$ cat config.mk
export PLATFORM = sky130hd
export DESIGN_NAME = uoec_ctrl
export DESIGN_NICKNAME = d
export VERILOG_FILES = /design/src/uoec_pkg.sv /design/src/uoec_slot_if.sv /design/src/uoec_ctrl.sv /design/src/uoec_slots.sv
export SDC_FILE = /design/constraint.sdc
export NUM_CORES = 1
export LEC_CHECK = 0
export BUFFER_PORTS_ARGS = -buffer_cell sky130_fd_sc_hd__buf_4
export CAP_MARGIN = 20
export CORE_ASPECT_RATIO = 1.2
export CORE_UTILIZATION = 50
export DETAILED_ROUTE_END_ITERATION = 12
export HOLD_SLACK_MARGIN = 0.12
export PLACE_DENSITY_LB_ADDON = 0.3
export SLEW_MARGIN = 10
export SYNTH_ARGS = -nofsm -noshare
export SYNTH_HDL_FRONTEND = slang
export SYNTH_HIERARCHICAL = 1
export SYNTH_SLANG_ARGS = --single-unit
$ cat constraint.sdc
create_clock -name mclk -period 3.9 [get_ports mclk]
set_input_delay 0.585 -clock mclk [delete_from_list [all_inputs] [get_ports mclk]]
set_output_delay 0.585 -clock mclk [all_outputs]
set_load 0.01 [all_outputs]
$ cat src/uoec_pkg.sv
// Shared constants and types for the OUT endpoint control block
package uoec_pkg;

    // ------------------------------------------------------------
    // Register offsets
    // ------------------------------------------------------------
    localparam logic [7:0] OFF_CTRL_LOW  = 8'h00;
    localparam logic [7:0] OFF_CTRL_HIGH = 8'h01;
    localparam logic [7:0] OFF_CNT_LOW   = 8'h02;
    localparam logic [7:0] OFF_CNT_HIGH  = 8'h03;

    // ------------------------------------------------------------
    // Control low bit positions
    // ------------------------------------------------------------
    localparam int BIT_CLEAR_TOGGLE = 7;
    localparam int BIT_STALL_SENT   = 6;
    localparam int BIT_SEND_STALL   = 5;
    localparam int BIT_FLUSH        = 4;
    localparam int BIT_DATA_ERROR   = 3;
    localparam int BIT_OVERRUN      = 2;
    localparam int BIT_FIFO_FULL    = 1;
    localparam int BIT_PKT_READY    = 0;

    // ------------------------------------------------------------
    // Control high bit positions
    // ------------------------------------------------------------
    localparam int BIT_DBUF_EN = 7;
    localparam int BIT_ISO     = 6;

    // ------------------------------------------------------------
    // Reset values and sizes
    // ------------------------------------------------------------
    localparam logic [7:0] RST_CTRL_LOW  = 8'h00;
    localparam logic [7:0] RST_CTRL_HIGH = 8'h00;
    localparam int         CNT_W         = 11;
    localparam int         SLOTS         = 2;

    // ------------------------------------------------------------
    // Handshake answers
    // ------------------------------------------------------------
    typedef enum logic [1:0] {
        UOEC_HS_NONE  = 2'b00,
        UOEC_HS_ACK   = 2'b01,
        UOEC_HS_NAK   = 2'b10,
        UOEC_HS_STALL = 2'b11
    } uoec_hs_t;

endpackage

$ cat src/uoec_slot_if.sv
// Interface between the endpoint control and its packet slot store
`timescale 1ns/10ps
interface uoec_slot_if #(parameter int CW = 11);
    logic          push;
    logic [CW-1:0] push_len;
    logic          push_err;
    logic          pop;
    logic          flush;
    logic          dbuf_en;
    logic [1:0]    count;
    logic          full;
    logic [CW-1:0] head_len;
    logic          head_err;

    modport ctrl  (output push, push_len, push_err, pop, flush, dbuf_en,
                   input  count, full, head_len, head_err);
    modport store (input  push, push_len, push_err, pop, flush, dbuf_en,
                   output count, full, head_len, head_err);
endinterface

$ cat src/uoec_ctrl.sv
// OUT endpoint control: packet-ready handshake, stall, overrun, data error
//
// Added by the designer: the plain strobed port and the address map.
`timescale 1ns/10ps
module uoec_ctrl #(
    parameter int CW = uoec_pkg::CNT_W
) (
    input  wire logic                mclk,
    input  wire logic                nrst,
    // Register port
    input  wire logic [7:0]          reg_addr,
    input  wire logic [7:0]          reg_wdata,
    input  wire logic                reg_wr,
    input  wire logic                reg_rd,
    output logic      [7:0]          reg_rdata,
    // Packet side from the USB receiver
    input  wire logic                rx_done,
    input  wire logic [CW-1:0]       rx_len,
    input  wire logic                rx_crc_err,
    // Packet side results
    output logic                     hs_valid,
    output uoec_pkg::uoec_hs_t       hs_code,
    output logic                     fifo_keep,
    output logic                     fifo_drop,
    output logic                     fifo_flush,
    output logic                     clear_toggle,
    output logic                     ep_irq
);

    // ------------------------------------------------------------
    // Signals
    // ------------------------------------------------------------
    uoec_slot_if #(.CW(CW)) sif ();

    logic               send_stall_q;
    logic               send_stall_d;
    logic               stall_sent_q;
    logic               stall_sent_d;
    logic               overrun_q;
    logic               overrun_d;
    logic               dbuf_en_q;
    logic               dbuf_en_d;
    logic               iso_q;
    logic               iso_d;
    logic               ready_q;
    logic [7:0]         rdata_q;
    logic [7:0]         rdata_d;
    logic               irq_q;
    logic               irq_d;
    logic               hs_valid_q;
    logic               hs_valid_d;
    uoec_pkg::uoec_hs_t hs_code_q;
    uoec_pkg::uoec_hs_t hs_code_d;
    logic               keep_q;
    logic               keep_d;
    logic               drop_q;
    logic               drop_d;
    logic               flush_q;
    logic               flush_d;
    logic               clear_toggle_bit_q;
    logic               clear_toggle_bit_d;

    logic               wr_low;
    logic               wr_high;
    logic               rd_hit;
    logic               stall_now;
    logic               take_pkt;
    logic               no_room;
    logic               refill;
    logic [7:0]         low_view;
    logic [15:0]        cnt_view;

    // ------------------------------------------------------------
    // Slot store
    // ------------------------------------------------------------
    uoec_slots #(.CW(CW)) u_slots (
        .mclk (mclk),
        .nrst (nrst),
        .sif  (sif)
    );

    // ------------------------------------------------------------
    // Decode
    // ------------------------------------------------------------
    function automatic logic hit(input logic [7:0] a, input logic [7:0] off);
        return a == off;
    endfunction

    always_comb begin
        wr_low  = reg_wr && hit(reg_addr, uoec_pkg::OFF_CTRL_LOW);
        wr_high = reg_wr && hit(reg_addr, uoec_pkg::OFF_CTRL_HIGH);
        rd_hit  = 1'b0;
        if (hit(reg_addr, uoec_pkg::OFF_CTRL_LOW)) begin
            rd_hit = 1'b1;
        end else if (hit(reg_addr, uoec_pkg::OFF_CTRL_HIGH)) begin
            rd_hit = 1'b1;
        end else if (hit(reg_addr, uoec_pkg::OFF_CNT_LOW)) begin
            rd_hit = 1'b1;
        end else if (hit(reg_addr, uoec_pkg::OFF_CNT_HIGH)) begin
            rd_hit = 1'b1;
        end
    end

    // ------------------------------------------------------------
    // Packet reception
    // ------------------------------------------------------------
    always_comb begin
        no_room    = sif.full && !sif.pop;
        stall_now  = rx_done && !iso_q && send_stall_q;
        take_pkt   = 1'b0;
        hs_valid_d = 1'b0;
        hs_code_d  = uoec_pkg::UOEC_HS_NONE;
        keep_d     = 1'b0;
        drop_d     = 1'b0;
        if (rx_done) begin
            if (iso_q) begin
                // No handshake in isochronous mode
                take_pkt = !no_room;
                keep_d   = !no_room;
                drop_d   = no_room;
            end else if (send_stall_q) begin
                // Same path for bulk and interrupt
                hs_valid_d = 1'b1;
                hs_code_d  = uoec_pkg::UOEC_HS_STALL;
                drop_d     = 1'b1;
            end else if (rx_crc_err) begin
                drop_d = 1'b1;
            end else if (no_room) begin
                hs_valid_d = 1'b1;
                hs_code_d  = uoec_pkg::UOEC_HS_NAK;
                drop_d     = 1'b1;
            end else begin
                take_pkt   = 1'b1;
                hs_valid_d = 1'b1;
                hs_code_d  = uoec_pkg::UOEC_HS_ACK;
                keep_d     = 1'b1;
            end
        end
    end

    // ------------------------------------------------------------
    // Slot control
    // ------------------------------------------------------------
    always_comb begin
        ready_q      = sif.count != 2'h0;
        sif.push     = take_pkt;
        sif.push_len = rx_len;
        sif.push_err = iso_q && rx_crc_err;
        sif.pop      = wr_low && !reg_wdata[uoec_pkg::BIT_PKT_READY]
                       && ready_q;
        sif.flush    = wr_low && reg_wdata[uoec_pkg::BIT_FLUSH];
        sif.dbuf_en  = dbuf_en_q;
        // Flush empties both slots, so no second packet follows
        refill       = sif.pop && !sif.flush && (sif.count == 2'h2);
        flush_d      = sif.flush;
        clear_toggle_bit_d      = wr_low && reg_wdata[uoec_pkg::BIT_CLEAR_TOGGLE];
    end

    // ------------------------------------------------------------
    // Control and status flags
    // ------------------------------------------------------------
    always_comb begin
        send_stall_d = send_stall_q;
        dbuf_en_d    = dbuf_en_q;
        iso_d        = iso_q;
        if (wr_low) begin
            send_stall_d = reg_wdata[uoec_pkg::BIT_SEND_STALL];
        end
        if (wr_high) begin
            dbuf_en_d = reg_wdata[uoec_pkg::BIT_DBUF_EN];
            iso_d     = reg_wdata[uoec_pkg::BIT_ISO];
        end
        // Hardware set wins over a clearing write
        stall_sent_d = stall_now ||
                       (stall_sent_q &&
                        !(wr_low && !reg_wdata[uoec_pkg::BIT_STALL_SENT]));
        overrun_d    = (rx_done && iso_q && no_room) ||
                       (overrun_q &&
                        !(wr_low && !reg_wdata[uoec_pkg::BIT_OVERRUN]));
        irq_d        = take_pkt || refill || stall_now ||
                       (rx_done && iso_q && no_room);
    end

    // ------------------------------------------------------------
    // Read data
    // ------------------------------------------------------------
    always_comb begin
        low_view = 8'h00;
        low_view[uoec_pkg::BIT_STALL_SENT] = stall_sent_q;
        low_view[uoec_pkg::BIT_SEND_STALL] = send_stall_q;
        low_view[uoec_pkg::BIT_DATA_ERROR] = ready_q && sif.head_err;
        low_view[uoec_pkg::BIT_OVERRUN]    = overrun_q;
        low_view[uoec_pkg::BIT_FIFO_FULL]  = sif.full;
        low_view[uoec_pkg::BIT_PKT_READY]  = ready_q;
        cnt_view = ready_q ? 16'(sif.head_len) : 16'h0000;
        rdata_d  = 8'h00;
        if (reg_rd && rd_hit) begin
            if (hit(reg_addr, uoec_pkg::OFF_CTRL_LOW)) begin
                rdata_d = low_view;
            end else if (hit(reg_addr, uoec_pkg::OFF_CTRL_HIGH)) begin
                rdata_d[uoec_pkg::BIT_DBUF_EN] = dbuf_en_q;
                rdata_d[uoec_pkg::BIT_ISO]     = iso_q;
            end else if (hit(reg_addr, uoec_pkg::OFF_CNT_LOW)) begin
                rdata_d = cnt_view[7:0];
            end else begin
                rdata_d = cnt_view[15:8];
            end
        end
    end

    // ------------------------------------------------------------
    // Registers
    // ------------------------------------------------------------
    always_ff @(posedge mclk) begin
        if (!nrst) begin
            send_stall_q <= uoec_pkg::RST_CTRL_LOW[uoec_pkg::BIT_SEND_STALL];
            stall_sent_q <= uoec_pkg::RST_CTRL_LOW[uoec_pkg::BIT_STALL_SENT];
            overrun_q    <= uoec_pkg::RST_CTRL_LOW[uoec_pkg::BIT_OVERRUN];
            dbuf_en_q    <= uoec_pkg::RST_CTRL_HIGH[uoec_pkg::BIT_DBUF_EN];
            iso_q        <= uoec_pkg::RST_CTRL_HIGH[uoec_pkg::BIT_ISO];
            rdata_q      <= 8'h00;
            irq_q        <= 1'b0;
            hs_valid_q   <= 1'b0;
            hs_code_q    <= uoec_pkg::UOEC_HS_NONE;
            keep_q       <= 1'b0;
            drop_q       <= 1'b0;
            flush_q      <= 1'b0;
            clear_toggle_bit_q      <= 1'b0;
        end else begin
            send_stall_q <= send_stall_d;
            stall_sent_q <= stall_sent_d;
            overrun_q    <= overrun_d;
            dbuf_en_q    <= dbuf_en_d;
            iso_q        <= iso_d;
            rdata_q      <= rdata_d;
            irq_q        <= irq_d;
            hs_valid_q   <= hs_valid_d;
            hs_code_q    <= hs_code_d;
            keep_q       <= keep_d;
            drop_q       <= drop_d;
            flush_q      <= flush_d;
            clear_toggle_bit_q      <= clear_toggle_bit_d;
        end
    end

    // ------------------------------------------------------------
    // Outputs
    // ------------------------------------------------------------
    assign reg_rdata    = rdata_q;
    assign hs_valid     = hs_valid_q;
    assign hs_code      = hs_code_q;
    assign fifo_keep    = keep_q;
    assign fifo_drop    = drop_q;
    assign fifo_flush   = flush_q;
    assign clear_toggle = clear_toggle_bit_q;
    assign ep_irq       = irq_q;

endmodule // uoec_ctrl

$ cat src/uoec_slots.sv
// Packet slot store holding byte count and error mark of each ready packet
`timescale 1ns/10ps
module uoec_slots #(
    parameter int CW = 11
) (
    input  wire logic  mclk,
    input  wire logic  nrst,
    uoec_slot_if.store sif
);

    // ------------------------------------------------------------
    // State
    // ------------------------------------------------------------
    logic [CW-1:0] len_q [uoec_pkg::SLOTS];
    logic [CW-1:0] len_d [uoec_pkg::SLOTS];
    logic          err_q [uoec_pkg::SLOTS];
    logic          err_d [uoec_pkg::SLOTS];
    logic          head_q;
    logic          head_d;
    logic [1:0]    count_q;
    logic [1:0]    count_d;
    logic          full_w;
    logic          do_pop;
    logic          do_push;
    logic          tail;

    // ------------------------------------------------------------
    // Next state
    // ------------------------------------------------------------
    always_comb begin
        full_w  = sif.dbuf_en ? (count_q == 2'h2) : (count_q != 2'h0);
        do_pop  = sif.pop && (count_q != 2'h0);
        do_push = sif.push && (!full_w || do_pop);
        len_d   = len_q;
        err_d   = err_q;
        head_d  = head_q;
        count_d = count_q;
        tail    = head_q ^ count_q[0];
        if (sif.flush) begin
            head_d  = 1'b0;
            count_d = 2'h0;
        end else begin
            if (do_push) begin
                len_d[tail] = sif.push_len;
                err_d[tail] = sif.push_err;
            end
            if (do_pop) begin
                head_d = ~head_q;
            end
            count_d = 2'(count_q + {1'b0, do_push} - {1'b0, do_pop});
        end
    end

    always_ff @(posedge mclk) begin
        if (!nrst) begin
            len_q   <= '{default: '0};
            err_q   <= '{default: 1'b0};
            head_q  <= 1'b0;
            count_q <= 2'h0;
        end else begin
            len_q   <= len_d;
            err_q   <= err_d;
            head_q  <= head_d;
            count_q <= count_d;
        end
    end

    assign sif.count    = count_q;
    assign sif.full     = full_w;
    assign sif.head_len = len_q[head_q];
    assign sif.head_err = err_q[head_q];

endmodule // uoec_slots

==> run summary <==
Outcome: finished, final reports clean
CTS tree: yes
Distinct cells, synth: 49
Seq/Total Area, Yosys: 0.437
Tmin final: 2.99 ns
Worst-path clk slew: 0.08 ns
CP arrival: 3.13 ns
Share of post-route cells with drive strength above 1: 0.280
Setup TNS: 0 ns
Area grow syn2layout: 18.8%
Clock sinks: 48
CP Max Fanout: 24
Grt ovf: 0
Seq cells post-synth: 48
IO Count: 49
Pleak: 1.08 nW
Clock latency on the worst-skew pair: 0.30 ns
Layout filler cell count: 391
Post-synth top flop: dfxtp_1
# resized after CTS: 0
Max Slew Vio Count: 0
Worst VDD drop: 260 uV
Worst setup SP type: input pin
First-pass DRT Iterations: 4
WL final: 4580 um
Worst-margin pin slew: 0.913 ns
Die X: 62.5 um
Initial Util: 0.520
First-pass GRT wire length: 7650 um
Pwr dens: 381 mW/mm^2
DR vias/cell: 5.51
Worst clock skew: 0.00632 ns
CP Class: input pin to flip-flop
Number of buffers created by CTS: 5
Drt drc: 0
Fmax: 335 MHz
Routability cong.: 0.731
HPWL after DPL: 3230 um
Initial antenna violation count: 0
Mapped Cells: 239
Syn nets: 273
I/O Buffers: 46
DR iter-0 viols: 90
Final hold violation count: 0
Layout Utilization: 0.618
Max_cap viols: 0
# rows: 26
Final-stage net count: 312
Hold Buf Count CTS: 0
Vias in the first global route: 1695
Avg Inst Size Synth: 9.20 sq um
WL/cell: 13.7 um
Post-route ant nets: 0
Post-synth EDFFs: 0
CTS HTree Levels: 2
Core area: 0.00423 sq mm
Crit. End Element: flip-flop
Period utilization: 0.766
Worst hold path type: flip-flop to flip-flop
Final setup violation count: 0
Maximum clock path buffer count: 2
CTS root buffer: clkbuf_8
Rel. slew slack: 0.390
Worst EP required: 4.05 ns
Post-CTS Setup Bufs: 0
Leading cell types in the layout, fill and taps excluded: dfxtp_1 (48), buf_4 (48), nand3_1 (27)
FFs w/ async S/R, synth: 0
GRT Overall Usage: 0.210
Diode count: 0
Unrepaired setup endpoints after global routing: false
Die Height: 74.7 um
Post-synthesis cell area: 0.00220 sq mm
DR vias: 1846
Largest net degree at the start of global routing: 52
Synthesis Warnings: 6
Die area: 0.00467 sq mm
logic make-up after synthesis:
kind of cell	after synthesis	share of synthesized area
and+or+nand+nor	96	0.222
DFF	48	0.437
AOI/OAI and AO/OA	55	0.176
adders and majority gates	1	0.00569
buffers and inverters	19	0.0637
muxes	16	0.0796
xor gates and xnor gates	4	0.0159
layout make-up:
class,instances,area [sq um],area share
clock buffer,5,68.8,0.0263
tap,56,70.1,0.0268
sequential,48,961,0.368
multi-input combinational,172,1100,0.420
inverter,3,11.3,0.00431
timing repair buffer,48,360,0.138
clock inverter,3,42.5,0.0163
stage by stage:
stage / cells / hold WS, ns / instance area (sq um) / setup WS (ns) / power [mW]
6_report: 335 / 0.458 / 2610 / 0.912 / 0.995
4_1_cts: 335 / 0.460 / 2610 / 0.981 / 1.01
3_5_place_dp: 327 / 0.448 / 2500 / 0.670 / 0.649
3_3_place_gp: 327 / 0.443 / 2500 / 0.700 / 0.647
2_1_floorplan: 239 / 0.434 / 2200 / 0.767 / 0.611
5_1_grt: 335 / 0.474 / 2610 / 0.716 / 1.04
registers in the layout, summed over array words and instances, names as in the netlist, 2 cells and up:
register / cells
hs_code: 2
reg_rdata: 8
u_slots/err_q: 2
u_slots/len_q: 22
u_slots/sif.count: 2
cell usage after synthesis, types with 2 or more instances:
| library cell | number | area (sq um) |
|---|---|---|
| dfxtp_1 | 48 | 961 |
| nand3_1 | 27 | 135 |
| o21ai_0 | 26 | 130 |
| nand2_1 | 24 | 90.1 |
| mux2_2 | 12 | 135 |
| nor2_1 | 12 | 45.0 |
| clkbuf_1 | 6 | 22.5 |
| nor2b_1 | 6 | 37.5 |
| nor3_1 | 6 | 30.0 |
| a21oi_1 | 5 | 25.0 |
| buf_6 | 5 | 56.3 |
| nor4_1 | 5 | 31.3 |
| mux2i_1 | 4 | 40.0 |
| o21ai_1 | 4 | 20.0 |
| clkbuf_8 | 3 | 41.3 |
| inv_1 | 3 | 11.3 |
| o211a_1 | 3 | 30.0 |
| o21a_1 | 3 | 22.5 |
| xor2_1 | 3 | 26.3 |
| and2_1 | 2 | 12.5 |
| nand2b_1 | 2 | 12.5 |
| nand4_1 | 2 | 12.5 |
| o311ai_4 | 2 | 52.6 |
path summary, 6_finish.rpt:
kind                                   start                        endpoint  slack, ns  cells after the start
max                              reg_addr[5]   u_slots/err_q[0]$_SDFFE_PN0P_       0.91                      8
min           u_slots/len_q[12]$_SDFFE_PN0P_  u_slots/len_q[12]$_SDFFE_PN0P_       0.46                      2
max reg2reg  u_slots/sif.count[0]$_SDFF_PP0_   u_slots/err_q[0]$_SDFFE_PN0P_       1.27                      7
min reg2reg   u_slots/len_q[12]$_SDFFE_PN0P_  u_slots/len_q[12]$_SDFFE_PN0P_       0.46                      2
routing by layer:
layer / up-vias / GRT usage / wire length [um]
met5: - / 0 / 0
met4: 0 / 0.0853 / 73
met3: 7 / 0.0500 / 212
met2: 46 / 0.377 / 2220
met1: 859 / 0.245 / 2070
li1: 934 / - / -
worst max-delay path, stage by stage:
cell,delay (ns)
buf_4,0.11
or4_1,0.65
o41a_1,0.52
nor3b_1,0.42
and2b_2,0.28
o311ai_4,0.28
nand3_1,0.18
o21ai_0,0.10
report_power, final:
part	internal (mW)	switching, mW	total [mW]
Combinational	0.0544	0.0654	0.120
Clock	0.190	0.168	0.358
Sequential	0.505	0.0123	0.518
No activity file was read; power rests on OpenSTA's default activity.
